`config.mk`:
```
export PLATFORM = sky130hd
export DESIGN_NAME = ubb_port
export DESIGN_NICKNAME = d
export VERILOG_FILES = /design/src/design/ubb_port.v /design/src/design/ubb_channel.v
export VERILOG_INCLUDE_DIRS = /design/src /design/src/include
export SDC_FILE = /design/constraint.sdc
export NUM_CORES = 1
export LEC_CHECK = 0
export CORE_ASPECT_RATIO = 1.25
export CORE_UTILIZATION = 31
export CTS_BUF_LIST = sky130_fd_sc_hd__clkbuf_4 sky130_fd_sc_hd__clkbuf_8
export DETAILED_ROUTE_END_ITERATION = 12
export DONT_BUFFER_PORTS = 1
export GPL_TIMING_DRIVEN = 1
export PLACE_DENSITY_LB_ADDON = 0.15
export REMOVE_ABC_BUFFERS = 1
export SLEW_MARGIN = 20
export SYNTH_ARGS = -nofsm -noshare
export SYNTH_HDL_FRONTEND = slang
export SYNTH_HIERARCHICAL = 1
export SYNTH_SLANG_ARGS = --single-unit
```
`constraint.sdc`:
```
create_clock -name ref_clk_i -period 2.4 [get_ports ref_clk_i]
set_input_delay 0.12 -clock ref_clk_i [delete_from_list [all_inputs] [get_ports ref_clk_i]]
set_output_delay 0.12 -clock ref_clk_i [all_outputs]
set_load 0.01 [all_outputs]
```
`src/include/ubb_consts.vh`:
```
/*
  constants for the two-channel parallel bit-bang port.
  assumes a 100 MHz core clock and no software-visible registers.
*/
`ifndef UBB_CONSTS_VH
`define UBB_CONSTS_VH
`define UBB_DATA_W        8
`define UBB_CLK_PERIOD_NS 10
`define UBB_STROBE_NS     10
`define UBB_STROBE_CYC    ((`UBB_STROBE_NS + `UBB_CLK_PERIOD_NS - 1) / `UBB_CLK_PERIOD_NS)
`define UBB_CNT_W         4
`define UBB_DATA_RST      8'h00
`define UBB_MODE_SYNC     1'b1
`define UBB_MODE_ASYNC    1'b0
`endif

```
`src/design/ubb_port.v`:
```
/*
  two-channel parallel bit-bang port with shared flush/wake input.
  assumes all inputs synchronous to ref_clk_i; pins resolved outside.
*/
//Function
//- In bit-bang operation a channel's eight lines act as one 8-bit bidirectional bus, bits 7 to 0.
//- Each channel is configured as either the synchronous or the asynchronous variant.
//- Either channel or both may be in bit-bang operation, each with its own bus.
//- A low write strobe pulse marks each host update of the output lines.
//- A falling read strobe edge marks each sample of the lines; the rising edge marks its forwarding to the host.
//- A low strobe on flush_or_wake_n while suspended with remote wakeup enabled requests a bus resume.
//- A low strobe on flush_or_wake_n while not suspended flushes buffered transmit data on the next IN request.
`include "ubb_consts.vh"
module ubb_port (
  // clock, reset and configuration
  input  wire                    ref_clk_i,
  input  wire                    reset_n_i,
  input  wire                    clk_en_i,
  input  wire [1:0]              bitbang_en_i,
  input  wire [1:0]              sync_mode_i,
  input  wire                    remote_wake_en_i,
  input  wire                    bus_active_indicator_n_i,
  input  wire                    flush_or_wake_n_i,

  // channel a
  input  wire [`UBB_DATA_W-1:0]  a_host_data_i,
  input  wire [`UBB_DATA_W-1:0]  a_host_dir_i,
  input  wire                    a_host_write_i,
  input  wire                    a_host_read_i,
  input  wire [`UBB_DATA_W-1:0]  first_channel_io_bus_i,
  output wire [`UBB_DATA_W-1:0]  first_channel_io_bus_o,
  output wire [`UBB_DATA_W-1:0]  first_channel_io_bus_oe_o,
  output wire                    a_pin_update_strobe_n_o,
  output wire                    a_pin_sample_strobe_n_o,
  output wire [`UBB_DATA_W-1:0]  a_sample_data_o,
  output wire                    a_sample_valid_o,

  // channel b
  input  wire [`UBB_DATA_W-1:0]  b_host_data_i,
  input  wire [`UBB_DATA_W-1:0]  b_host_dir_i,
  input  wire                    b_host_write_i,
  input  wire                    b_host_read_i,
  input  wire [`UBB_DATA_W-1:0]  second_channel_io_bus_i,
  output wire [`UBB_DATA_W-1:0]  second_channel_io_bus_o,
  output wire [`UBB_DATA_W-1:0]  second_channel_io_bus_oe_o,
  output wire                    b_pin_update_strobe_n_o,
  output wire                    b_pin_sample_strobe_n_o,
  output wire [`UBB_DATA_W-1:0]  b_sample_data_o,
  output wire                    b_sample_valid_o,

  // usb side requests
  output reg                     resume_req_o,
  output reg                     flush_req_o
);

  localparam integer W   = `UBB_DATA_W;
  localparam integer NCH = 2;

  // reset and flush/wake path
  reg              rst_s1_reg;
  reg              rst_s2_reg;
  reg              fw_s1_reg;
  reg              fw_s2_reg;
  reg              fw_d_reg;
  reg              susp_reg;
  reg              wake_en_reg;
  wire             rst_n;
  wire             fw_fall;
  wire             wake_ok;
  wire             flush_ok;

  // both channels packed, channel a in the low half
  wire [NCH*W-1:0] host_data;
  wire [NCH*W-1:0] host_dir;
  wire [NCH-1:0]   host_write;
  wire [NCH-1:0]   host_read;
  wire [NCH*W-1:0] pin_in;
  wire [NCH*W-1:0] pin_out;
  wire [NCH*W-1:0] pin_oe;
  wire [NCH-1:0]   upd_strobe_n;
  wire [NCH-1:0]   smp_strobe_n;
  wire [NCH*W-1:0] smp_data;
  wire [NCH-1:0]   smp_valid;
  genvar           ch;

  // reset released through two flops; assertion stays asynchronous
  always @(posedge ref_clk_i or negedge reset_n_i) begin
    if (!reset_n_i) begin
      rst_s1_reg <= 1'b0;
    end else begin
      rst_s1_reg <= 1'b1;
    end
  end

  always @(posedge ref_clk_i or negedge reset_n_i) begin
    if (!reset_n_i) begin
      rst_s2_reg <= 1'b0;
    end else begin
      rst_s2_reg <= rst_s1_reg;
    end
  end

  assign rst_n = rst_s2_reg;

  // first stage feeds only the second, never the detector
  always @(posedge ref_clk_i or negedge rst_n) begin
    if (!rst_n) begin
      fw_s1_reg <= 1'b1;
    end else if (clk_en_i) begin
      fw_s1_reg <= flush_or_wake_n_i;
    end
  end

  // second stage and its delayed copy fw_d_reg are what the detector reads
  always @(posedge ref_clk_i or negedge rst_n) begin
    if (!rst_n) begin
      fw_s2_reg <= 1'b1;
    end else if (clk_en_i) begin
      fw_s2_reg <= fw_s1_reg;
    end
  end

  // idle level after reset is high, so reset leaves no false edge
  always @(posedge ref_clk_i or negedge rst_n) begin
    if (!rst_n) begin
      fw_d_reg <= 1'b1;
    end else if (clk_en_i) begin
      fw_d_reg <= fw_s2_reg;
    end
  end

  // levels pass one flop, so they run one cycle ahead of the strobe's second stage
  always @(posedge ref_clk_i or negedge rst_n) begin
    if (!rst_n) begin
      susp_reg <= 1'b0;
    end else if (clk_en_i) begin
      susp_reg <= bus_active_indicator_n_i;
    end
  end

  always @(posedge ref_clk_i or negedge rst_n) begin
    if (!rst_n) begin
      wake_en_reg <= 1'b0;
    end else if (clk_en_i) begin
      wake_en_reg <= remote_wake_en_i;
    end
  end

  assign fw_fall  = fw_d_reg & ~fw_s2_reg;
  assign wake_ok  = susp_reg & wake_en_reg;
  assign flush_ok = ~susp_reg;

  // one-cycle pulses toward the usb side; never both at once
  always @(posedge ref_clk_i or negedge rst_n) begin
    if (!rst_n) begin
      resume_req_o <= 1'b0;
    end else if (clk_en_i) begin
      resume_req_o <= fw_fall & wake_ok;
    end
  end

  always @(posedge ref_clk_i or negedge rst_n) begin
    if (!rst_n) begin
      flush_req_o <= 1'b0;
    end else if (clk_en_i) begin
      flush_req_o <= fw_fall & flush_ok;
    end
  end

  // requests and pins gathered for the shared channel body
  assign host_data  = {b_host_data_i, a_host_data_i};
  assign host_dir   = {b_host_dir_i, a_host_dir_i};
  assign host_write = {b_host_write_i, a_host_write_i};
  assign host_read  = {b_host_read_i, a_host_read_i};
  assign pin_in     = {second_channel_io_bus_i, first_channel_io_bus_i};

  // channel a outputs
  assign first_channel_io_bus_o     = pin_out[W-1:0];
  assign first_channel_io_bus_oe_o  = pin_oe[W-1:0];
  assign a_pin_update_strobe_n_o    = upd_strobe_n[0];
  assign a_pin_sample_strobe_n_o    = smp_strobe_n[0];
  assign a_sample_data_o            = smp_data[W-1:0];
  assign a_sample_valid_o           = smp_valid[0];

  // channel b outputs
  assign second_channel_io_bus_o    = pin_out[2*W-1:W];
  assign second_channel_io_bus_oe_o = pin_oe[2*W-1:W];
  assign b_pin_update_strobe_n_o    = upd_strobe_n[1];
  assign b_pin_sample_strobe_n_o    = smp_strobe_n[1];
  assign b_sample_data_o            = smp_data[2*W-1:W];
  assign b_sample_valid_o           = smp_valid[1];

  // either channel or both may be enabled, each with its own bus
  generate
    for (ch = 0; ch < NCH; ch = ch + 1) begin : g_chan
      ubb_channel u_chan (
        .clk_i                 (ref_clk_i),
        .rst_n_i               (rst_n),
        .ce_i                  (clk_en_i),
        .enable_i              (bitbang_en_i[ch]),
        .sync_mode_i           (sync_mode_i[ch]),
        .host_data_i           (host_data[ch*W +: W]),
        .host_dir_i            (host_dir[ch*W +: W]),
        .host_write_i          (host_write[ch]),
        .host_read_i           (host_read[ch]),
        .pin_i                 (pin_in[ch*W +: W]),
        .pin_o                 (pin_out[ch*W +: W]),
        .pin_oe_o              (pin_oe[ch*W +: W]),
        .pin_update_strobe_n_o (upd_strobe_n[ch]),
        .pin_sample_strobe_n_o (smp_strobe_n[ch]),
        .sample_data_o         (smp_data[ch*W +: W]),
        .sample_valid_o        (smp_valid[ch])
      );
    end
  endgenerate
endmodule // ubb_port

```
`src/design/ubb_channel.v`:
```
/*
  one bit-bang channel: eight bidirectional lines, update and sample strobes.
  assumes host-side requests are single-cycle pulses synchronous to ref_clk_i.
*/
`include "ubb_consts.vh"
module ubb_channel (
  input  wire                    clk_i,
  input  wire                    rst_n_i,
  input  wire                    ce_i,
  input  wire                    enable_i,
  input  wire                    sync_mode_i,
  input  wire [`UBB_DATA_W-1:0]  host_data_i,
  input  wire [`UBB_DATA_W-1:0]  host_dir_i,
  input  wire                    host_write_i,
  input  wire                    host_read_i,
  input  wire [`UBB_DATA_W-1:0]  pin_i,
  output reg  [`UBB_DATA_W-1:0]  pin_o,
  output reg  [`UBB_DATA_W-1:0]  pin_oe_o,
  output reg                     pin_update_strobe_n_o,
  output reg                     pin_sample_strobe_n_o,
  output reg  [`UBB_DATA_W-1:0]  sample_data_o,
  output reg                     sample_valid_o
);
  localparam integer          STB_CYC_INT = `UBB_STROBE_CYC;
  // count is cut to the counter width on purpose; the value is small
  localparam [`UBB_CNT_W-1:0] STB_CYC     = STB_CYC_INT[`UBB_CNT_W-1:0];
  reg [`UBB_CNT_W-1:0] wr_cnt_reg;
  reg [`UBB_CNT_W-1:0] rd_cnt_reg;
  wire do_read;
  // sync variant samples on every write, async on explicit read requests
  assign do_read = enable_i & ((sync_mode_i & host_write_i) | (~sync_mode_i & host_read_i));
  always @(posedge clk_i or negedge rst_n_i) begin
    if (!rst_n_i) begin
      pin_o                 <= `UBB_DATA_RST;
      pin_oe_o              <= `UBB_DATA_RST;
      pin_update_strobe_n_o <= 1'b1;
      pin_sample_strobe_n_o <= 1'b1;
      sample_data_o         <= `UBB_DATA_RST;
      sample_valid_o        <= 1'b0;
      wr_cnt_reg            <= {`UBB_CNT_W{1'b0}};
      rd_cnt_reg            <= {`UBB_CNT_W{1'b0}};
    end else if (ce_i) begin
      sample_valid_o <= 1'b0;
      if (!enable_i) begin
        pin_oe_o <= `UBB_DATA_RST;
      end
      if (enable_i && host_write_i) begin
        pin_o                 <= host_data_i;
        pin_oe_o              <= host_dir_i;
        pin_update_strobe_n_o <= 1'b0;
        wr_cnt_reg            <= STB_CYC;
      end else if (wr_cnt_reg > 1) begin
        wr_cnt_reg <= wr_cnt_reg - 1'b1;
      end else begin
        wr_cnt_reg            <= {`UBB_CNT_W{1'b0}};
        pin_update_strobe_n_o <= 1'b1;
      end
      // strobe falls at sample, rises one stretch later when value is forwarded
      if (do_read) begin
        sample_data_o         <= pin_i;
        pin_sample_strobe_n_o <= 1'b0;
        rd_cnt_reg            <= STB_CYC;
      end else if (rd_cnt_reg > 1) begin
        rd_cnt_reg <= rd_cnt_reg - 1'b1;
      end else if (rd_cnt_reg == 1) begin
        rd_cnt_reg            <= {`UBB_CNT_W{1'b0}};
        pin_sample_strobe_n_o <= 1'b1;
        sample_valid_o        <= 1'b1;
      end
    end
  end
endmodule // ubb_channel

```
---- Yosys cells after proc, flatten, opt, wreduce, memory -nomap -nowiden ----
Cells that the tools add are included.
word-level totals
  logic and storage cells ................. 105
  bits in registers ....................... 79
  output and inout bits ................... 56
cells by class
  order comparisons ....................... 4
  mux-type cells .......................... 30
  bitwise gates (word level) .............. 16
  reductions and logical operators ........ 18
  $add $sub $neg .......................... 4
  equal/unequal tests ..................... 8
operator list
  kind                                                 number
  two-way mux 4 bit                                    10
  two-way mux 8 bit                                    4
  AND reduction 2 bit                                  10
  > comparator 4 x 1 -> 1 bit, second input constant   4
  two-way mux 1 bit                                    16
  subtractor 4 x 1 -> 4 bit, second input constant     4
  != test 2 x 1 -> 1 bit, second input constant        6
  AND 1 bit                                            10
  equality test 4 x 1 -> 1 bit, second input constant  2
  AND reduction 3 bit                                  2
  nonzero test 3 bit                                   2
  NOT 1 bit                                            4
  nonzero test 2 bit                                   2
  logical AND 1 bit                                    2
  OR 1 bit                                             2

---- Longest topological paths before layout ----
Gate-level depths: netlist of run 1.
  depth after elaboration ................. 6
  gate-level depth with buffers ........... 6

---- By module ----
Netlist of run 1, hierarchy kept.
modules (own cells, without submodules)
  module       area an instance (µm²)  cells an instance  times used
  ubb_channel  1692.9                  156                2
  ubb_port     337.8                   20                 1

---- Worst setup path after synthesis of run 1 ----
No wires, ideal clock.
  kind .................................... flip-flop to flip-flop
  start point ............................. register g_chan[0].u_chan.wr_cnt_reg[0]
  end point ............................... register g_chan[0].u_chan.wr_cnt_reg[0]
  stages on the path, launching flop included .. 7
  buffers on the path ..................... 0
  path slack .............................. 1129 ps
  setup time .............................. 119 ps
  required time ........................... 2281 ps
  data arrival time ....................... 1152 ps
  cells stage by stage .................... dfrtp_1 inv_1 ha_1 nor2_1 nor3_1 o211ai_1 o21a_1
between the ends
  longest elaborated chain between the ends .. 3
ends and longest elaborated chain
  element                                                                   line                                source
  start, declared                                                           ubb_channel.v:27                    reg [`UBB_CNT_W-1:0] wr_cnt_reg;
  start signal, assigned                                                    ubb_channel.v:40                    wr_cnt_reg <= {`UBB_CNT_W{1'b0}};
  start signal, assigned                                                    ubb_channel.v:53                    wr_cnt_reg <= wr_cnt_reg - 1'b1;
  start signal, assigned                                                    ubb_channel.v:55                    wr_cnt_reg <= {`UBB_CNT_W{1'b0}};
  subtractor 4 x 1 -> 4 bit or > comparator 4 x 1 -> 1 bit (tied branches)  ubb_channel.v:53, ubb_channel.v:52
  two-way mux 4 bit *                                                       ubb_channel.v:52                    end else if (wr_cnt_reg > 1) begin
  two-way mux 4 bit *                                                       ubb_channel.v:47                    if (enable_i && host_write_i) begin
Mark *: on every way between the ends. The rest lies on a longest branch, timed or not.
A chain may end at the register's enable or synchronous reset.

---- Worst setup path after layout of run 1 ----
  start point ............................. register g_chan[1].u_chan.wr_cnt_reg[0]
  end point ............................... register g_chan[1].u_chan.wr_cnt_reg[0]
between the ends
  longest elaborated chain between the ends .. 3
ends and longest elaborated chain
  element                                                                   line
  start, declared                                                           ubb_channel.v:27
  start signal, assigned                                                    ubb_channel.v:40
  start signal, assigned                                                    ubb_channel.v:53
  start signal, assigned                                                    ubb_channel.v:55
  subtractor 4 x 1 -> 4 bit or > comparator 4 x 1 -> 1 bit (tied branches)  ubb_channel.v:53, ubb_channel.v:52
  two-way mux 4 bit *                                                       ubb_channel.v:52
  two-way mux 4 bit *                                                       ubb_channel.v:47
Marked as above.

==> results of run 1 <==
==> kinds of logic after synthesis <==
kind of cell	count (synthesis)	synth area share [%]
buffers and inverters	47	5.91
adders and majority gates	8	2.69
AOI/OAI and AO/OA	78	11.9
and+or+nand+nor	76	11.4
muxes	43	14.7
DFF	79	53.3
other	1	0.101
==> final cells by class <==
cell class / instances / area [um^2] / share of cell area (%)
Sequential cell: 79 / 1990 / 43.8
Multi-Input combinational cell: 206 / 1520 / 33.4
Timing Repair Buffer: 48 / 503 / 11.1
Tap cell: 161 / 201 / 4.43
Clock buffer: 10 / 138 / 3.03
Inverter: 28 / 105 / 2.31
Clock inverter: 6 / 92.6 / 2.04
==> cell usage in the layout (no fill, tap or decap), types with 2 or more instances in the layout <==
cell           count
a21o_1             2
a21oi_1            6
a31oi_1            4
a32oi_1            2
and2_1             2
buf_4              2
bufinv_16          2
clkbuf_8          10
clkinvlp_4         2
dfrtp_1           71
dfstp_2            7
dlygate4sd3_1     44
ha_1               8
inv_1             28
mux2_2            24
mux2_4            17
mux2i_1            2
nand2_1           22
nand2_2            2
nand2_8            2
nand3_1           20
nand3b_1           2
nand4_1            2
nand4b_1           2
nor2_1             6
nor2b_1            2
nor3_1             6
nor3b_1            3
nor4b_1            4
o211ai_1           4
o21a_1             2
o21ai_0           48
o22ai_1            6
o2bb2ai_1          2
o31ai_1            2
==> how the worst max path moves through the flow <==
stage,start,endpoint,slack [ns],depth (start not counted)
global route,g_chan[1].u_chan/wr_cnt_reg[0],g_chan[1].u_chan/wr_cnt_reg[0],0.79,6
CTS,g_chan[1].u_chan/wr_cnt_reg[0],g_chan[1].u_chan/wr_cnt_reg[0],0.96,6
detailed placement,g_chan[0].u_chan/wr_cnt_reg[0],g_chan[0].u_chan/wr_cnt_reg[0],0.98,6
floorplan,rst_n,flush_req_o,0.05,0
global placement,g_chan[0].u_chan/wr_cnt_reg[0],g_chan[0].u_chan/wr_cnt_reg[0],1.02,6
finish,g_chan[1].u_chan/wr_cnt_reg[0],g_chan[1].u_chan/wr_cnt_reg[0],0.96,6
==> timing repair <==
action	4_1_cts	5_1_grt
hold buffers	45	0
hold endpoints to repair	79	0
gates resized for setup	0	0
==> stage by stage <==
stage	util, %	cells	cell area (um^2)
finish	39.0	538	4550
CTS	39.0	538	4550
global route	39.0	538	4550
floorplan	-	313	3610
global placement	33.0	477	3850
detailed placement	33.0	477	3850
==> worst max-delay path: stages (launching register included) <==
cell and delay [ns]:
dfrtp_1 0.43, inv_1 0.07, ha_1 0.17, nor2_1 0.05
nor3_1 0.35, o211ai_1 0.13, o21a_1 0.12
==> routing by layer <==
metal	wire, um	vias to the layer above	global-route usage, %
li1	-	1234	-
met1	3520	1287	16.0
met2	4060	83	22.8
met3	608	7	4.94
met4	154	0	6.14
met5	0	-	0
==> power by group <==
group	internal, W	total (W)	switching, W
Clock	0.000620	0.00114	0.000515
Sequential	0.00167	0.00204	0.000367
Combinational	0.000497	0.000961	0.000464
Total	0.00279	0.00413	0.00135
==> flow_summary.toml, run 1 <==
[cts]
cts_made_buffers = 9
cts_setup_buffers = 0
cts_tree = "built"
clockRootBuffer = "clkbuf_8"
cts.path.max_buffers = 2
clock_sinks = 79
cts.clk_slew.worst_paths_ns = 0.09
clk_latency_ns = 0.35
h-tree-depth = 3

[floorplan]
die_y_um = 125
die_w_um = 100
ios = 118
start_util_pct = 31.9
core_area_um2 = 11700
rows = 44
die-area_um2 = 12500

[logic_synthesis]
synthTopCellsByCount = "dfrtp_1, o21ai_0, inv_1"
synth_area_um2 = 3720
synth_edf_count = 0
postSynthCellCount = 332
ys_async_sr_fraction_pct = 100
yosysWarnings = 6
synth_ff_type = "dfrtp_1"
ys_ff_latch = 79
synth.most_common_cell = "dfrtp_1"
ys_seq_area_share_pct = 53.3
synthTopCellsByArea = "dfrtp_1, mux2_2, mux2_4, o21ai_0, dfstp_2"
synth.distinct_cells = 37
yosysTopAreaCellShare_pct = 48.4
synth_area_per_cell_um2 = 11.2
synth_top_cell_by_area = "dfrtp_1"

[pwr]
power_density_nw_per_um2 = 909
power_w = 0.00413
irDropWorstVdd_mv = 0.361
leakage_nw = 1.94

[global_route]
antenna_found_initial = 0
grt_first_pass_wirelength_um = 13300
grt.overflow.total = 0
grtUsageTotal_pct = 13.8
grt_pass1_vias = 2601
grt_max_degree = 65

[flow_run]
drv_cap = 0

[setup_path]
cp.required_ns = 2.65
cp_data_arrival_time_ns = 1.69
r2r-start = "g_chan[1].u_chan/wr_cnt_reg[0]"
worstReg2RegEnd = "g_chan[1].u_chan/wr_cnt_reg[0]"
reg2reg_depth = 6
critPathKind = "flop to flop"
crit_path_start_kind = "flop"
endpoint_kind = "flop"
path_max_fanout = 5
r2r_slack_ns = 0.96

[worst_hold_path]
hold_path_class = "input port to flop"
hold_end = "g_chan[0].u_chan/pin_oe_o[7]"
min_from = "a_host_dir_i[7]"
whs_path_depth = 4

[route]
num_vias = 2611
post_drt_wl_per_cell_um = 15.5
postRouteAntennaNets = 0
first_iter_violations = 79
drtPass1Iterations = 4
drc = 0
post_drt_via_cell_ratio = 4.85
wirelength_um = 8350

[layout]
top_regs = "g_chan.u_chan/pin_o x16, g_chan.u_chan/pin_oe_o x16, g_chan.u_chan/sample_data_o x16"
nFillCells = 1167
drive_gt1_share_pct = 19.4
fin_nets = 442
area_delta_synth_final_pct = 22.1
antenna_cells = 0

[sta]
hold_viol_final = 0
slew_violations = 0
rsz0062_at_grt = "false"
tns_ns = 0
min_period_ns = 1.44
finalWorstSetupSlack_ns = 0.960
setup_viol = 0
max_freq_mhz = 695
whs_ns = 0.0278
finalCritPeriodShare_pct = 60.0
finalClockSkew_ns = 0.00899

[place]
io_buffer_count = 0
dp_hpwl_um = 4890
globalplace.congestion = 0.704
place_ws_ns = 0.982

[outcome]
outcome = "completed"
No activity file was read; power rests on OpenSTA's default activity.
==> run 2, diff against run 1 <==
--- a/config.mk
+++ b/config.mk
@@ -6,6 +6,7 @@
 export SDC_FILE = /design/constraint.sdc
 export NUM_CORES = 1
 export LEC_CHECK = 0
+export ABC_AREA = 1
 export CORE_ASPECT_RATIO = 1.25
 export CORE_UTILIZATION = 31
 export CTS_BUF_LIST = sky130_fd_sc_hd__clkbuf_4 sky130_fd_sc_hd__clkbuf_8
==> constraint.sdc (replaced) <==
create_clock -name ref_clk_i -period 1.2 [get_ports ref_clk_i]
set_input_delay 0.06 -clock ref_clk_i [delete_from_list [all_inputs] [get_ports ref_clk_i]]
set_output_delay 0.06 -clock ref_clk_i [all_outputs]
set_load 0.01 [all_outputs]
==> flow_summary.toml, run 2 <==
[outcome]
outcome = "finished, violations left"
failed_checks = "hold timing, setup timing"

[logic_synthesis]
synth.most_common_cell = "nand2_1"
postSynthCellCount = 404
synth_compound_area_share_pct = 6.73
synth_top_family_by_area = "simple AND/OR/NAND/NOR gates"
yosysWarnings = 6
synth_top_cell_by_area = "dfrtp_1"
synthMuxAreaShare_pct = 0
synthTopCellsByCount = "nand2_1, dfrtp_1, inv_1"
synth_xor_area_share_pct = 0.512
synth_ff_type = "dfrtp_1"
synth.distinct_cells = 24
ys_ff_latch = 79
ys_async_sr_fraction_pct = 100
synth-simple-area-share_pct = 26.0
synth_area_per_cell_um2 = 8.46
synthTopCellsByArea = "dfrtp_1, nand2_1, dfstp_2, inv_1, o21ai_0"
synth_edf_count = 0
ys_seq_area_share_pct = 58.1
yosys.area_share.adder_pct = 2.93
synth_area_um2 = 3420
yosysTopAreaCellShare_pct = 52.7

[route]
wirelength_um = 8390
num_vias = 2919
post_drt_via_cell_ratio = 4.60
first_iter_violations = 163
post_drt_wl_per_cell_um = 13.2
drc = 0
drtPass1Iterations = 5
postRouteAntennaNets = 0

[sta]
slew_violations = 0
finalCritPeriodShare_pct = 103
finalWorstSetupSlack_ns = -0.0331
rsz0062_at_grt = "true"
setup_viol = 8
max_freq_mhz = 811
finalClockSkew_ns = 0.0136
whs_ns = -0.191
min_period_ns = 1.23
hold_viol_final = 13

[cts]
clock_sinks = 79
clk_latency_ns = 0.35
ctsHoldBuffers = 60
clockRootBuffer = "clkbuf_8"
h-tree-depth = 3
cts.path.max_buffers = 2
cts_made_buffers = 9
cts_tree = "built"
cts.clk_slew.worst_paths_ns = 0.09

[floorplan]
ios = 118
die-area_um2 = 11500
die_y_um = 119
die_w_um = 95.9
rows = 42
core_area_um2 = 10700
start_util_pct = 32.1

[global_route]
grtUsageTotal_pct = 15.1
grt_max_degree = 36
antenna_found_initial = 0
grt_first_pass_wirelength_um = 13300
grt_pass1_vias = 2900
grt.overflow.total = 0

[layout]
top_regs = "g_chan.u_chan/pin_o x16, g_chan.u_chan/pin_oe_o x16, g_chan.u_chan/sample_data_o x16"
drive_gt1_share_pct = 20.5
antenna_cells = 0
nFillCells = 1052
area_delta_synth_final_pct = 39.1
final_common_cell = "nand2_1"
fin_nets = 567
most-common-layout-cells = "nand2_1, dfrtp_1, dlygate4sd3_1, inv_1, buf_4"
final_util_pct = 44.6
design_area_um2 = 4760

[setup_path]
cp_data_arrival_time_ns = 1.53
endpoint_kind = "flop"
path_max_fanout = 3
critPathKind = "flop to flop"
cp.required_ns = 1.50
crit_path_start_kind = "flop"

[place]
place_area_um2 = 3780
globalplace.congestion = 0.789
dp_hpwl_um = 5380
io_buffer_count = 0

[pwr]
irDropWorstVdd_mv = 0.787
leakage_nw = 2.34
power_density_nw_per_um2 = 1860

[flow_run]
drv_cap = 0

[worst_hold_path]
hold_path_class = "input port to flop"
-- run 2: layer usage --
metal | wire length (um) | GRT usage [%]
met1 | 3460 | 17.4
met5 | 0 | 0
met3 | 295 | 4.21
met4 | 142 | 5.22
met2 | 4490 | 26.4
-- run 2: power by group --
group          total [W]  leakage, nW  internal [W]  switching (W)
Sequential       0.00393        0.990       0.00330       0.000626
Combinational    0.00309         1.27       0.00156        0.00154
Clock            0.00185       0.0873      0.000857       0.000994
Total            0.00887         2.34       0.00572        0.00316
-- run 2: area by class of cell --
cell class / instances / area, um^2 / share of cell area (%)
clock buffer: 11 / 151 / 3.18
clock inverter: 5 / 32.5 / 0.684
inverter: 45 / 171 / 3.60
multi-input combinational: 276 / 1410 / 29.7
sequential: 79 / 1990 / 41.8
tap: 132 / 165 / 3.47
timing repair buffer: 86 / 833 / 17.5
-- run 2: kinds of logic (layout without fill, tap and decap cells) --
group / count (synthesis) / count (layout)
buffers and inverters: 49 / 147
adder cells (fa/ha/maj): 8 / 8
other: 1 / 1
XOR/XNOR: 2 / 2
AND/OR/NAND/NOR: 224 / 224
flip-flops: 79 / 79
AO/OA/AOI/OAI: 41 / 41
-- run 2: worst paths after layout --
kind | from | depth (start not counted) | slack [ns] | endpoint
min | clk_en_i | 2 | -0.19 | fw_s2_reg
max in group asynchronous | reset_n_i | 2 | 0.59 | rst_n
min in group asynchronous | rst_n | 1 | 0.29 | g_chan[0].u_chan/sample_data_o[7]
min reg2reg | rst_n | 1 | 0.29 | g_chan[0].u_chan/sample_data_o[7]
max reg2reg | g_chan[0].u_chan/rd_cnt_reg[0] | 7 | -0.03 | g_chan[0].u_chan/rd_cnt_reg[2]
max | g_chan[0].u_chan/rd_cnt_reg[0] | 7 | -0.03 | g_chan[0].u_chan/rd_cnt_reg[2]
-- run 2: critical path, cell delays in order, from the launching register on --
cell and delay [ns]:
dfrtp_1 0.44, inv_2 0.08, ha_4 0.17, o21ai_2 0.17, nand2_2 0.10, nor2_1 0.12
nand2_2 0.06, nand2_1 0.05
-- run 2: timing repair --
item                                    CTS  global route
endpoints found under the setup margin   15            27
buffers inserted                          0             2
pin swaps                                 9            21
gates resized for setup                  28            35
endpoints found under the hold margin    75            11
-- run 2: through the flow --
step | TNS (ns) | power, W | setup slack [ns] | cells
after floorplan | -85.14 | 0.00531 | -1.15 | 400
after global placement | -0.141 | 0.00614 | -0.0229 | 557
after detailed placement | -0.496 | 0.00622 | -0.0676 | 557
after CTS | -0.0182 | 0.00857 | -0.00829 | 633
after global routing | -0.850 | 0.00956 | -0.133 | 634
final | -0.161 | 0.00887 | -0.0331 | 634
==> run 3, diff against run 2 <==
==> constraint.sdc (replaced) <==
create_clock -name ref_clk_i -period 1.4 [get_ports ref_clk_i]
set_input_delay 0.07 -clock ref_clk_i [delete_from_list [all_inputs] [get_ports ref_clk_i]]
set_output_delay 0.07 -clock ref_clk_i [all_outputs]
set_load 0.01 [all_outputs]
==> flow_summary.toml, run 3 (synthesized netlist as in run 2, its figures left out) <==
[layout]
area_delta_synth_final_pct = 35.3
final_common_cell = "nand2_1"
fin_nets = 562
drive_gt1_share_pct = 10.1
stdcell_count = 629
top_regs = "g_chan.u_chan/pin_o x16, g_chan.u_chan/pin_oe_o x16, g_chan.u_chan/sample_data_o x16"
most-common-layout-cells = "nand2_1, dlygate4sd3_1, dfrtp_1, inv_1, o21ai_0"
antenna_cells = 0
nFillCells = 1054

[sta]
slew_violations = 0
tns_ns = 0
max_freq_mhz = 769
slew_headroom_pct = 64.7
setup_viol = 0
worstMarginPinSlew_ns = 0.530
min_period_ns = 1.30
finalWorstSetupSlack_ns = 0.0994
hold_viol_final = 0
finalCritPeriodShare_pct = 92.9
finalClockSkew_ns = 0.00811

[cts]
clk_latency_ns = 0.36
cts_tree = "built"
clockRootBuffer = "clkbuf_8"
cts.clk_slew.worst_paths_ns = 0.08
cts_setup_buffers = 0
cts.path.max_buffers = 2
h-tree-depth = 3
clock_sinks = 79
cts_made_buffers = 9

[route]
postRouteAntennaNets = 0
drc = 0
post_drt_via_cell_ratio = 4.58
post_drt_wl_per_cell_um = 13.0
first_iter_violations = 118
wirelength_um = 8190
drtPass1Iterations = 4
num_vias = 2878

[worst_hold_path]
whs_path_depth = 4
hold_path_class = "input port to flop"
hold_end = "g_chan[1].u_chan/rd_cnt_reg[0]"
min_from = "clk_en_i"

[setup_path]
cp_data_arrival_time_ns = 1.56
path_max_fanout = 4
worstReg2RegEnd = "g_chan[1].u_chan/rd_cnt_reg[1]"
cp_common_cell = "nand2_1"
cp.required_ns = 1.66
critPathKind = "flop to flop"
cp_slowest_cell = "dfrtp_1"
reg2reg_depth = 7
r2r-start = "g_chan[1].u_chan/rd_cnt_reg[0]"
max_stage_delay_ns = 0.40
endpoint_kind = "flop"
r2r_slack_ns = 0.1
cp_cell_sequence = "inv_1, ha_2, nand3b_1, nand2_1, nand2_1, nand2_1, nand2_1"
crit_path_start_kind = "flop"

[place]
dp.cells = 541
dp_hpwl_um = 5170
globalplace.congestion = 0.820
io_buffer_count = 0
place_ws_ns = 0.101

[outcome]
outcome = "completed"

[global_route]
grtUsageTotal_pct = 15.4
grt_max_degree = 43
grt_first_pass_wirelength_um = 13500
antenna_found_initial = 0
grt.overflow.total = 0
grt_pass1_vias = 2901

[floorplan]
die_w_um = 95.9
core_area_um2 = 10700
rows = 42
die-area_um2 = 11500
die_y_um = 119
start_util_pct = 32.1
ios = 118

[pwr]
leakage_nw = 2.32
power_density_nw_per_um2 = 1590
irDropWorstVdd_mv = 0.648

[flow_run]
drv_cap = 0
==> run 3: power breakdown <==
group	switching [W]	internal [W]	total [W]
Sequential	0.000527	0.00283	0.00335
Clock	0.000853	0.00120	0.00205
Combinational	0.00105	0.000915	0.00196
==> run 3: layout make-up <==
type	count	area (um^2)	share of cell area, %
flip-flops and latches	79	1990	43.0
multi-input cells	276	1260	27.3
repair buffers	81	801	17.3
inverters	45	169	3.65
well taps	132	165	3.57
clock buffers	10	131	2.84
clock inverters	6	109	2.35
==> run 3: stage by stage <==
stage | total power (W) | util (%) | hold slack [ns] | area (um^2)
6_report | 0.00737 | 43.4 | 0.0299 | 4630
5_1_grt | 0.00792 | 43.4 | 0.0402 | 4630
4_1_cts | 0.00735 | 43.2 | 0.00818 | 4600
3_5_place_dp | 0.00506 | 34.2 | -0.226 | 3640
3_3_place_gp | 0.00501 | 34.2 | -0.226 | 3640
2_1_floorplan | 0.00455 | - | -0.226 | 3390
==> run 3: worst max path at each step <==
stage	startpoint	to	slack [ns]	depth (start not counted)
6_report	g_chan[1].u_chan/rd_cnt_reg[0]	g_chan[1].u_chan/rd_cnt_reg[1]	0.1	7
3_3_place_gp	g_chan[1].u_chan/rd_cnt_reg[0]	g_chan[1].u_chan/rd_cnt_reg[3]	0.13	7
5_1_grt	g_chan[1].u_chan/rd_cnt_reg[0]	g_chan[1].u_chan/rd_cnt_reg[3]	-0.009	7
4_1_cts	g_chan[1].u_chan/rd_cnt_reg[0]	g_chan[1].u_chan/rd_cnt_reg[1]	0.08	7
2_1_floorplan	rst_n	flush_req_o	-0.95	0
3_5_place_dp	g_chan[1].u_chan/rd_cnt_reg[0]	g_chan[1].u_chan/rd_cnt_reg[1]	0.10	7
==> run 3: metal layers <==
metal / global-route usage (%) / vias to the layer above / part of all wire (%)
li1: - / 1426 / -
met1: 17.9 / 1368 / 42
met2: 25.7 / 65 / 51
met3: 3.77 / 19 / 3.8
met4: 8.30 / 0 / 2.7
met5: 0 / - / 0
==> run 3: timing repair <==
action | CTS | global route
resized for setup | 0 | 13
endpoints found under the setup margin | 0 | 15
hold buffers | 72 | 0
endpoints found under the hold margin | 69 | 0
==> run 3: critical path: cells and delay by family, from the launching register on <==
| kind | cells | cell delay (ns) |
|---|---|---|
| buffers and inverters | 1 | 0.12 |
| adder cells (fa/ha/maj) | 1 | 0.23 |
| flip-flops | 1 | 0.40 |
| AND/OR/NAND/NOR | 5 | 0.43 |
